<file path="config.mk">
export PLATFORM = sky130hd
export DESIGN_NAME = conversion_sync_reset_control
export DESIGN_NICKNAME = d
export VERILOG_FILES = /design/src/hdl/conv_sync_pkg.sv /design/src/hdl/conversion_sync_reset_control.sv
export VERILOG_INCLUDE_DIRS = /design/src /design/src/hdl
export SDC_FILE = /design/constraint.sdc
export NUM_CORES = 1
export LEC_CHECK = 0
export ABC_AREA = 1
export BUFFER_PORTS_ARGS = -buffer_cell sky130_fd_sc_hd__buf_2
export CAP_MARGIN = 20
export CORE_ASPECT_RATIO = 0.9
export CORE_MARGIN = 5
export CORE_UTILIZATION = 45
export CTS_CLUSTER_SIZE = 40
export DETAILED_ROUTE_END_ITERATION = 10
export PLACE_DENSITY = 0.74
export SYNTH_ARGS = -nofsm -noshare
export SYNTH_HDL_FRONTEND = slang
export SYNTH_SLANG_ARGS = --single-unit
export TNS_END_PERCENT = 20
</file>
<file path="constraint.sdc">
create_clock -name clk -period 2.4 [get_ports clk]
set_clock_uncertainty 0.1 [all_clocks]
set_input_delay 0.48 -clock clk [delete_from_list [all_inputs] [get_ports clk]]
set_output_delay 0.48 -clock clk [all_outputs]
set_load 0.01 [all_outputs]
</file>
<file path="src/hdl/conv_sync_map.svh">
// reset values, widths and timing counts of the restart/reset control
// assumes a 20 MHz master clock; included by bare name
`ifndef CONV_SYNC_MAP_SVH
`define CONV_SYNC_MAP_SVH

// master clock period in ns
`define MCLK_PERIOD_NS   50
// master clocks per modulator cycle
`define MOD_CLKS         128
// modulator cycles per output update
`define UPDATE_MODS      16
// output-update periods of filter settling
`define SETTLE_UPDATES   3
// high time of result-ready on a pending-word update, in ns
`define BLINK_TIME_NS    25000
// the same time in master clocks
`define BLINK_CLKS       (`BLINK_TIME_NS / `MCLK_PERIOD_NS)
// setup register default
`define CFG_DEFAULT      16'h0100
// field widths
`define CFG_W            16
`define WORD_W           24

`endif

</file>
<file path="src/hdl/conv_sync_pkg.sv">
// types shared by the restart/reset control and its neighbours
// assumes conv_sync_map.svh supplies the widths
`include "conv_sync_map.svh"

package conv_sync_pkg;

  // result-ready states, gray along idle -> pending -> blink
  typedef enum logic [1:0] {
    RDY_IDLE  = 2'b00,
    RDY_PEND  = 2'b01,
    RDY_BLINK = 2'b11
  } rdy_state_t;

  // setup write from the serial port logic
  typedef struct packed {
    logic                  wr;
    logic [`CFG_W-1:0]     data;
  } cfg_wr_t;

  // steering of modulator and filter
  typedef struct packed {
    logic run;
    logic clear;
    logic mod_tick;
    logic update_tick;
  } core_ctrl_t;

endpackage

</file>
<file path="src/hdl/conversion_sync_reset_control.sv">
// restart, settling and hard-reset control of a sigma-delta converter
// assumes the serial port logic and the filter share clk; the restart
// and reset pins arrive asynchronously from the host
`timescale 1ns/1ps
`include "conv_sync_map.svh"

module conversion_sync_reset_control (
  // clock and reset
  input  wire logic                    clk,
  input  wire logic                    srst,
  // host pins, asynchronous
  input  wire logic                    restart_pin_n,
  input  wire logic                    reset_pin_n,
  // serial port side, same clock
  input  wire logic                    filter_restart_bit,
  input  wire conv_sync_pkg::cfg_wr_t  cfg_in,
  input  wire logic                    data_rd,
  // filter result
  input  wire logic [`WORD_W-1:0]      filt_word,
  // modulator and filter steering
  output conv_sync_pkg::core_ctrl_t    core_ctrl,
  // register contents
  output logic [`CFG_W-1:0]            cfg_out,
  output logic [`WORD_W-1:0]           data_out,
  // pins
  output logic                         result_ready_n,
  output logic                         mclk_out
);
  import conv_sync_pkg::*;

  //////////////////////////////////////////////////////////////////
  // counter widths
  localparam int MOD_W   = $clog2(`MOD_CLKS);
  localparam int UPD_W   = $clog2(`UPDATE_MODS);
  localparam int BLINK_W = $clog2(`BLINK_CLKS + 1);

  // last values of each counter
  localparam logic [MOD_W-1:0]   MOD_LAST   = MOD_W'(`MOD_CLKS - 1);
  localparam logic [UPD_W-1:0]   UPD_LAST   = UPD_W'(`UPDATE_MODS - 1);
  localparam logic [1:0]         SETTLE_END = 2'(`SETTLE_UPDATES);
  localparam logic [BLINK_W-1:0] BLINK_LAST = BLINK_W'(`BLINK_CLKS - 1);

  // wrap counter step, shared by the rate dividers
  function automatic logic [7:0] wrap_inc(input logic [7:0] cnt,
                                          input logic [7:0] last);
    logic [7:0] res;
    res = (cnt == last) ? 8'h00 : cnt + 8'h01;
    return res;
  endfunction

  //////////////////////////////////////////////////////////////////
  // pin synchronisers
  logic restart_s1_reg;
  logic restart_s2_reg;
  logic reset_s1_reg;
  logic reset_s2_reg;

  // two flops per pin, idle high after reset
  // only the second flop of each pair is read by any logic
  always_ff @(posedge clk) begin
    if (srst) begin
      restart_s1_reg <= 1'b1;
      restart_s2_reg <= 1'b1;
      reset_s1_reg   <= 1'b1;
      reset_s2_reg   <= 1'b1;
    end else begin
      restart_s1_reg <= restart_pin_n;
      restart_s2_reg <= restart_s1_reg;
      reset_s1_reg   <= reset_pin_n;
      reset_s2_reg   <= reset_s1_reg;
    end
  end

  //////////////////////////////////////////////////////////////////
  // reset and restart conditions
  logic hard_rst;
  logic restart;
  logic restart_dly_reg;
  logic restart_rise;

  // srst high or reset pin low resets everything past the synchronisers
  assign hard_rst = srst | ~reset_s2_reg;
  // effective restart: pin low or bit set
  // the bit comes from the serial port on clk and needs no synchroniser
  assign restart = ~restart_s2_reg | filter_restart_bit;
  // entry edge of the combined restart; release needs no edge, the
  // counters start on the first clock that sees restart low
  assign restart_rise = restart & ~restart_dly_reg;

  // previous restart level for edge detection
  always_ff @(posedge clk) begin
    if (hard_rst) begin
      restart_dly_reg <= 1'b0;
    end else begin
      restart_dly_reg <= restart;
    end
  end

  //////////////////////////////////////////////////////////////////
  // rate dividers and settling count
  logic [MOD_W-1:0] mod_cnt_reg;
  logic [MOD_W-1:0] mod_cnt_next;
  logic [UPD_W-1:0] upd_cnt_reg;
  logic [UPD_W-1:0] upd_cnt_next;
  logic [1:0]       settle_reg;
  logic [1:0]       settle_next;
  logic             mod_tick;
  logic             upd_tick;
  logic             load;

  // one-cycle enables from the master clock
  // ticks fire on the last count, so every update lands on a wrap
  assign mod_tick = ~restart & (mod_cnt_reg == MOD_LAST);
  assign upd_tick = mod_tick & (upd_cnt_reg == UPD_LAST);
  // a word loads only once the filter has settled
  assign load = upd_tick & (settle_next == SETTLE_END);

  // next counts; restart clears them, which lines up devices
  always_comb begin
    mod_cnt_next = mod_cnt_reg;
    upd_cnt_next = upd_cnt_reg;
    settle_next  = settle_reg;
    if (restart) begin
      mod_cnt_next = '0;
      upd_cnt_next = '0;
      settle_next  = 2'h0;
    end else begin
      mod_cnt_next = MOD_W'(wrap_inc(8'(mod_cnt_reg), 8'(MOD_LAST)));
      if (mod_tick) begin
        upd_cnt_next = UPD_W'(wrap_inc(8'(upd_cnt_reg), 8'(UPD_LAST)));
      end
      if (upd_tick && settle_reg != SETTLE_END) begin
        settle_next = settle_reg + 2'h1;
      end
    end
  end

  // counter registers; hard reset restarts settling too
  always_ff @(posedge clk) begin
    if (hard_rst) begin
      mod_cnt_reg <= '0;
      upd_cnt_reg <= '0;
      settle_reg  <= 2'h0;
    end else begin
      mod_cnt_reg <= mod_cnt_next;
      upd_cnt_reg <= upd_cnt_next;
      settle_reg  <= settle_next;
    end
  end

  //////////////////////////////////////////////////////////////////
  // setup and data registers
  logic [`CFG_W-1:0]  cfg_reg;
  logic [`CFG_W-1:0]  cfg_next;
  logic [`WORD_W-1:0] data_reg;
  logic [`WORD_W-1:0] data_next;

  // setup follows writes only; restart leaves it alone
  always_comb begin
    cfg_next  = cfg_reg;
    data_next = data_reg;
    if (cfg_in.wr) begin
      cfg_next = cfg_in.data;
    end
    if (load) begin
      data_next = filt_word;
    end
  end

  // hard reset returns defaults and blocks accesses
  // a setup write during hard reset is lost to the reset branch
  always_ff @(posedge clk) begin
    if (hard_rst) begin
      cfg_reg  <= `CFG_DEFAULT;
      data_reg <= '0;
    end else begin
      cfg_reg  <= cfg_next;
      data_reg <= data_next;
    end
  end

  //////////////////////////////////////////////////////////////////
  // result-ready sequencing
  rdy_state_t         rdy_reg;
  rdy_state_t         rdy_next;
  logic [BLINK_W-1:0] blink_reg;
  logic [BLINK_W-1:0] blink_next;
  logic               rdy_n_reg;
  logic               rdy_n_next;
  logic               rd_ok;

  // reads count only outside hard reset
  assign rd_ok = data_rd & ~hard_rst;

  // restart never touches the state; a load, a read or the end of the blink count moves it
  // a read that meets a load in pending leaves ready high; the word lands
  always_comb begin
    rdy_next   = rdy_reg;
    blink_next = blink_reg;
    unique case (rdy_reg)
      RDY_IDLE: begin
        // high until settled and a word is present
        if (load) begin
          rdy_next = RDY_PEND;
        end
      end
      RDY_PEND: begin
        if (rd_ok) begin
          rdy_next = RDY_IDLE;
        end else if (load) begin
          rdy_next   = RDY_BLINK;
          blink_next = '0;
        end
        // restart release leaves a pending word low
      end
      RDY_BLINK: begin
        // high for BLINK_LAST + 1 clocks, counted from zero
        if (rd_ok) begin
          rdy_next = RDY_IDLE;
        end else if (blink_reg == BLINK_LAST) begin
          rdy_next = RDY_PEND;
        end else begin
          blink_next = blink_reg + BLINK_W'(1);
        end
      end
      default: begin
        rdy_next = RDY_IDLE;
      end
    endcase
    rdy_n_next = (rdy_next != RDY_PEND);
  end

  // ready state registers, high in hard reset
  always_ff @(posedge clk) begin
    if (hard_rst) begin
      rdy_reg   <= RDY_IDLE;
      blink_reg <= '0;
      rdy_n_reg <= 1'b1;
    end else begin
      rdy_reg   <= rdy_next;
      blink_reg <= blink_next;
      rdy_n_reg <= rdy_n_next;
    end
  end

  //////////////////////////////////////////////////////////////////
  // steering of modulator and filter
  logic clear_reg;
  logic clear_next;

  // clear pulse on entry to restart or on hard reset
  // the pulse keeps clear up one cycle past a one-cycle restart
  always_comb begin
    clear_next = restart_rise;
  end

  // clear register, asserted through hard reset
  always_ff @(posedge clk) begin
    if (hard_rst) begin
      clear_reg <= 1'b1;
    end else begin
      clear_reg <= clear_next;
    end
  end

  // run is held off while restart stands
  // hard reset forces run and both ticks low at once
  assign core_ctrl.run         = ~restart & ~hard_rst;
  assign core_ctrl.clear       = clear_reg | restart;
  assign core_ctrl.mod_tick    = mod_tick & ~hard_rst;
  assign core_ctrl.update_tick = load & ~hard_rst;

  // register contents and pins
  assign cfg_out        = cfg_reg;
  assign data_out       = data_reg;
  assign result_ready_n = rdy_n_reg;
  // the master clock passes straight out, reset or not
  // so a system clocked from this pin keeps running through reset
  assign mclk_out       = clk;

endmodule

</file>
After elaboration in Yosys (flattened, before gate mapping)
Cells that the tools add are included.
{ "totals": {"ff_bits": 71} }
{ "classes": {"n_addsub": 4, "eq_ne": 12, "mux": 14, "bitwise": 16, "reduce_logical": 6} }
{ "ops": {"columns": ["cell", "count"], "rows": [
  ["$mux 9", 4],
  ["$pmux 9 s2", 1],
  ["$mux 2", 7],
  ["$ne 2x2->1 const B", 5],
  ["$add 9x1->9 const B", 1],
  ["$eq 9x9->1 const B", 1],
  ["$and 1x1->1", 8],
  ["$add 7x1->7 const B", 1],
  ["$eq 7x7->1 const B", 1],
  ["$pmux 2 s3", 1],
  ["$not 1->1", 5],
  ["$reduce_and 5->1", 1],
  ["$add 4x1->4 const B", 1],
  ["$eq 2x2->1 const B", 2],
  ["$eq 4x4->1 const B", 1],
  ["$mux 4", 1],
  ["$or 1x1->1", 3],
  ["$reduce_or 3->1", 1],
  ["$add 2x1->2 const B", 1],
  ["$eq 2x1->1 const B", 1],
  ["$logic_not 2->1", 1],
  ["$ne 2x1->1 const B", 1],
  ["$reduce_bool 2->1", 1],
  ["$reduce_or 2->1", 1],
  ["$logic_and 1x1->1", 1]
]} }

Logic depth before layout (Yosys ltp)
Gate-level depths: netlist of the first run.
{ "depth": {"ltp_word": 14, "depth_mapped": 12, "mapped_depth_nobuf": 12} }

==> results.tsv, run 1 <==
metric	value	unit
synth.distinct_cells	31	
wl_per_cell	12.28	um
fin_crit_sh	103.4	%
status	complete, but fails checks	
first_iter_violations	174	
grt_first_pass_wirelength	11.90	mm
num_antenna_cells	0	
dp_hpwl	4.978	mm
yosys_warnings	0	
io_pins	93	
syn_inst	369	
place_ws	0.1956	ns
die_h	85.30	um
largest_reg_flops	24	
grt_usage	18.63	%
cp.arrival	1.90	ns
setup_viol	1	
gp_congestion	0.8517	
final_area	3776	um2
final_common_cell	buf_2	
regToRegEndpoint	data_out[7]	
fp-row-count	27	
p_leak	1.594	nW
layout.nets	526	
viasPerCell	4.831	
crit_start	upd_cnt_reg[1]	
ff2ff_path_depth	13	
pwr_density_cell	666.5	nW/um2
fin_tns_setup	-0.08205	ns
cp-start-kind	flip-flop	
grt_max_degree	28	
slew_headroom	68.37	%
grt-ovfl-total	0	
hold_viol_final	0	
hold_path.class	input pin to flip-flop	
slew_violations	0	
post-route-drc-count	0	
rrSetupSlack	0.29	ns
crit_path_end_kind	output port	
worst_slew_pin_slew	0.4740	ns
hold_slack	0.1112	ns
drtPass1Iterations	4	
fin_util	61.76	%
antenna_found_initial	0	
cts_tree	yes	
vias	2739	
ir_worst_vdd	402.2	uV
fin_cells	567	
antenna_left	0	
crit_path_max_fanout	3	
drive_above_1_share	32.71	%
wirelength	6.965	mm
syn_avg_cell_area	7.684	um2
syn_to_final_growth	33.19	%
port_buffers	92	
fp.dieW	93.67	um
start_util	46.37	%
max_freq	402.9	MHz
cap_viol_max_count	0	
design.die.area	7990	um2
rsz0062_at_grt	yes	
synth_nets	420	
synthesis.area	2835	um2
path_class	flip-flop to output port	
ys_seq_area_share	50.13	%
endpoint	core_ctrl[0]	
post-route-min-period	2.482	ns
grt_pass1_vias	2714	
mostFrequentLayoutCells	buf_2 (92), nor2_1 (74), dfxtp_1 (67)	
fillerInstances	544	
fin_ws	-0.08205	ns
worstPathRequired	1.82	ns
placed_area	3395	um2
rr_startpoint	upd_cnt_reg[1]	
ys_seq_elements	71	
placed_cells	541	
violations	negative setup slack	
core	6115	um2
clk_pin_slew	0.07	ns
p_total	2.517	mW
clock_latency	0.45	ns
[area by class of cell]
class,instances,area (um2),share of cell area (%)
clock buffers,14,173.9,4.606
clock inverters,6,85.08,2.253
inverters,22,83.83,2.220
multi-input cells,262,1325,35.09
flip-flops and latches,71,1426,37.77
well taps,87,108.9,2.883
repair buffers,105,573.1,15.18
[cells by family after synthesis]
family	after synthesis	synth area share [%]
xor gates and xnor gates	6	1.854
AOI/OAI and AO/OA	59	10.77
and+or+nand+nor	193	29.88
buffers and inverters	36	5.604
adders and majority gates	4	1.765
DFF	71	50.13
[cell usage after synthesis, drive strengths merged]
master  number  share of area (%)
nor3         2               0.35
xor2         3               0.93
clkbuf       7               0.93
clkinv       3               0.44
or2          8                1.8
nand2       63                8.4
nor2        83                 12
a41oi        1               0.31
o21ai       26                4.6
dfxtp       71                 50
nor3b        3               0.79
buf          7                1.7
ha           4                1.8
a21oi       31                5.6
nand4        7                1.5
nand3       27                5.2
xnor2        3               0.93
inv         19                2.5
o211ai       1               0.26
[routing by layer]
| metal | vias to the layer above | global-route usage, % | part of all wire [%] |
|---|---|---|---|
| li1 | 1409 | - | - |
| met2 | 79 | 31.75 | 50 |
| met3 | 8 | 6.294 | 7.0 |
| met5 | - | 0 | 0 |
| met1 | 1243 | 20.86 | 43 |
| met4 | 0 | 8.793 | 0.72 |
[power by group]
group / switching [mW] / total [mW] / internal [mW]
logic: 0.0817 / 0.148 / 0.0661
registers: 0.00951 / 1.21 / 1.20
clock network: 0.462 / 1.16 / 0.699
total: 0.553 / 2.52 / 1.96
[how the worst min path moves through the flow]
stage | startpoint | to | slack (ns) | cells after the start
floorplan | reset_s1_reg | reset_s2_reg | 0.29 | 1
global placement | reset_s1_reg | reset_s2_reg | 0.29 | 1
detailed placement | restart_s1_reg | restart_s2_reg | 0.30 | 1
CTS | reset_pin_n | reset_s1_reg | 0.1 | 2
global route | reset_pin_n | reset_s1_reg | 0.10 | 2
finish | reset_pin_n | reset_s1_reg | 0.11 | 2
[worst max-delay path, cell delays in order, from the launching register on]
cell	delay, ns
dfxtp_2	0.36
ha_4	0.15
nand2_4	0.06
nor2_4	0.13
nand4_1	0.15
nand2_1	0.12
nand2_2	0.07
nor2_4	0.13
nand3_4	0.08
nor2_2	0.07
buf_2	0.13
[repair_timing]
item                       4_1_cts  5_1_grt
pin swaps                        7        3
resized for setup               17        3
hold buffers                     0        0
setup endpoints to repair        1        1
setup buffers                    7        0
(Power assumes the default switching activity.)
==> inputs of run 2 (changes only) <==
--- a/config.mk
+++ b/config.mk
@@ -14,7 +14,7 @@
 export CORE_UTILIZATION = 45
 export CTS_CLUSTER_SIZE = 40
 export DETAILED_ROUTE_END_ITERATION = 10
-export PLACE_DENSITY = 0.74
+export PLACE_DENSITY = 0.71
 export SYNTH_ARGS = -nofsm -noshare
 export SYNTH_HDL_FRONTEND = slang
 export SYNTH_SLANG_ARGS = --single-unit
==> run 2 against run 1 <==
Net effect:
- the run still ends with negative setup slack left
- critical endpoint unchanged
- cell count increased by 1.6%
- first-iteration DRC count decreased by 43%
- highest routed layer unchanged
- clock power increased by 6%
- setup slack got worse by 0.13 ns
- combinational power about the same
- final area increased by 3.5%
- clock-buffer cell count increased by 1
- core utilization increased by 2.2 points
==> results.tsv, run 2 (same netlist as run 1, synthesis figures left out) <==
metric	value	unit
dp_hpwl	4.948	mm
placed_area	3395	um2
fin_crit_sh	108.7	%
io_pins	93	
gp_congestion	0.8396	
violations	negative setup slack	
viasPerCell	4.823	
grt_max_degree	28	
rsz0062_at_grt	yes	
drive_above_1_share	34.76	%
power.share.combinational	5.8	%
layout.nets	535	
worst_slew_pin_slew	0.4863	ns
max_freq	383.2	MHz
worstPathRequired	1.82	ns
fillerInstances	527	
design.die.area	7990	um2
cap_viol_max_count	0	
port_buffers	92	
p_switching	0.5614	mW
post-route-drc-count	0	
cp-start-kind	flip-flop	
p_sw_share	21.73	%
slew_headroom	67.54	%
drtPass1Iterations	4	
wl_per_cell	12.68	um
largest_reg_flops	24	
p_int	2.022	mW
wirelength	7.304	mm
hold_path.class	input pin to flip-flop	
crit_path_max_fanout	3	
syn_to_final_growth	37.86	%
pwr-share-seq	46.7	%
grt-ovfl-total	0	
fp-row-count	27	
clock_power_share	47.5	%
grt_first_pass_wirelength	11.36	mm
fin_ws	-0.2095	ns
hold_depth	2	
die_h	85.30	um
post-route-min-period	2.609	ns
num_antenna_cells	0	
rrSetupSlack	0.09	ns
clock_latency	0.46	ns
crit_path_end_kind	output port	
final_area	3909	um2
cts_tree	yes	
status	complete, but fails checks	
cp.arrival	2.03	ns
ir_worst_vdd	482.6	uV
cts_hold_buf	0	
p_leak	1.648	nW
path_class	flip-flop to output port	
pwr_density_cell	660.9	nW/um2
vias	2778	
final_common_cell	buf_2	
start_util	46.37	%
grt_pass1_vias	2564	
antenna_left	0	
antenna_found_initial	0	
fin_tns_setup	-0.2095	ns
slew_violations	0	
grt_usage	17.95	%
fp.dieW	93.67	um
core	6115	um2
setup_viol	1	
mostFrequentLayoutCells	buf_2 (92), nor2_1 (75), dfxtp_1 (67)	
first_iter_violations	100	
clk_pin_slew	0.08	ns
ff2ff_path_depth	15	
hold_viol_final	0	
## run 2: changes by cell type in the layout (fill, tap and decap cells not counted), moves of 2 or more
cell,previous run,this run
nand3_1,25,20
nand2_1,59,61
buf_4,13,21
nor2_2,5,3
clkbuf_8,12,14
nand3_4,2,4
nand2_2,3,1
nand3_2,0,4
## run 2: through the flow
step	instances	hold WS [ns]	worst slack, ns	util (%)	power [mW]
2_1_floorplan	369	0.2895	0.1699	-	1.340
3_3_place_gp	541	0.2922	0.2339	55.51	1.402
3_5_place_dp	541	0.2981	0.1769	55.51	1.404
4_1_cts	573	0.1024	-0.1828	62.43	2.603
5_1_grt	576	0.09854	-0.3284	63.92	2.694
6_report	576	0.1068	-0.2095	63.92	2.583
## run 2: layer usage
metal	part of all wire [%]	track usage (%)	vias to the layer above
met5	0	0	-
met4	1.3	7.087	0
met3	6.6	6.294	10
met2	49	30.32	71
met1	43	20.77	1266
li1	-	-	1431
## run 2: path summary, 6_finish.rpt
check	start	end
setup reg to reg	mod_cnt_reg[1]	blink_reg[4]
hold reg to reg	restart_dly_reg	clear_reg
setup / recovery	mod_cnt_reg[1]	core_ctrl[0]
hold / removal	reset_pin_n	reset_s1_reg
## run 2: power groups by stage
stage,Clock (mW),Combinational [mW],Sequential [mW]
after floorplan,0.0343,0.0641,1.24
after global placement,0.0252,0.142,1.23
after detailed placement,0.0252,0.144,1.23
after CTS,1.25,0.148,1.21
after global routing,1.32,0.166,1.21
final,1.23,0.149,1.21
## run 2: critical path, cell delays in order, from the launching register on
cell	delay, ns
dfxtp_4	0.37
ha_4	0.16
nand2_1	0.08
nor2_2	0.14
nand2_1	0.14
nor2_4	0.13
nand2_1	0.12
clkinv_1	0.13
nand3_4	0.08
nor2_1	0.08
buf_2	0.15
## run 2: what timing repair did
action / in CTS / in global routing
resized for setup: 14 / 14
pin swaps: 10 / 7
setup endpoints to repair: 1 / 19
buffers inserted: 13 / 4
cloned: 0 / 1
## run 2: final cells by class
class,instances,area (um2),share of cell area (%)
flip-flops and latches,71,1429,36.56
multi-input cells,263,1376,35.21
repair buffers,113,633.1,16.20
clock buffers,15,197.7,5.058
well taps,87,108.9,2.785
inverters,22,83.83,2.145
clock inverters,5,80.08,2.049
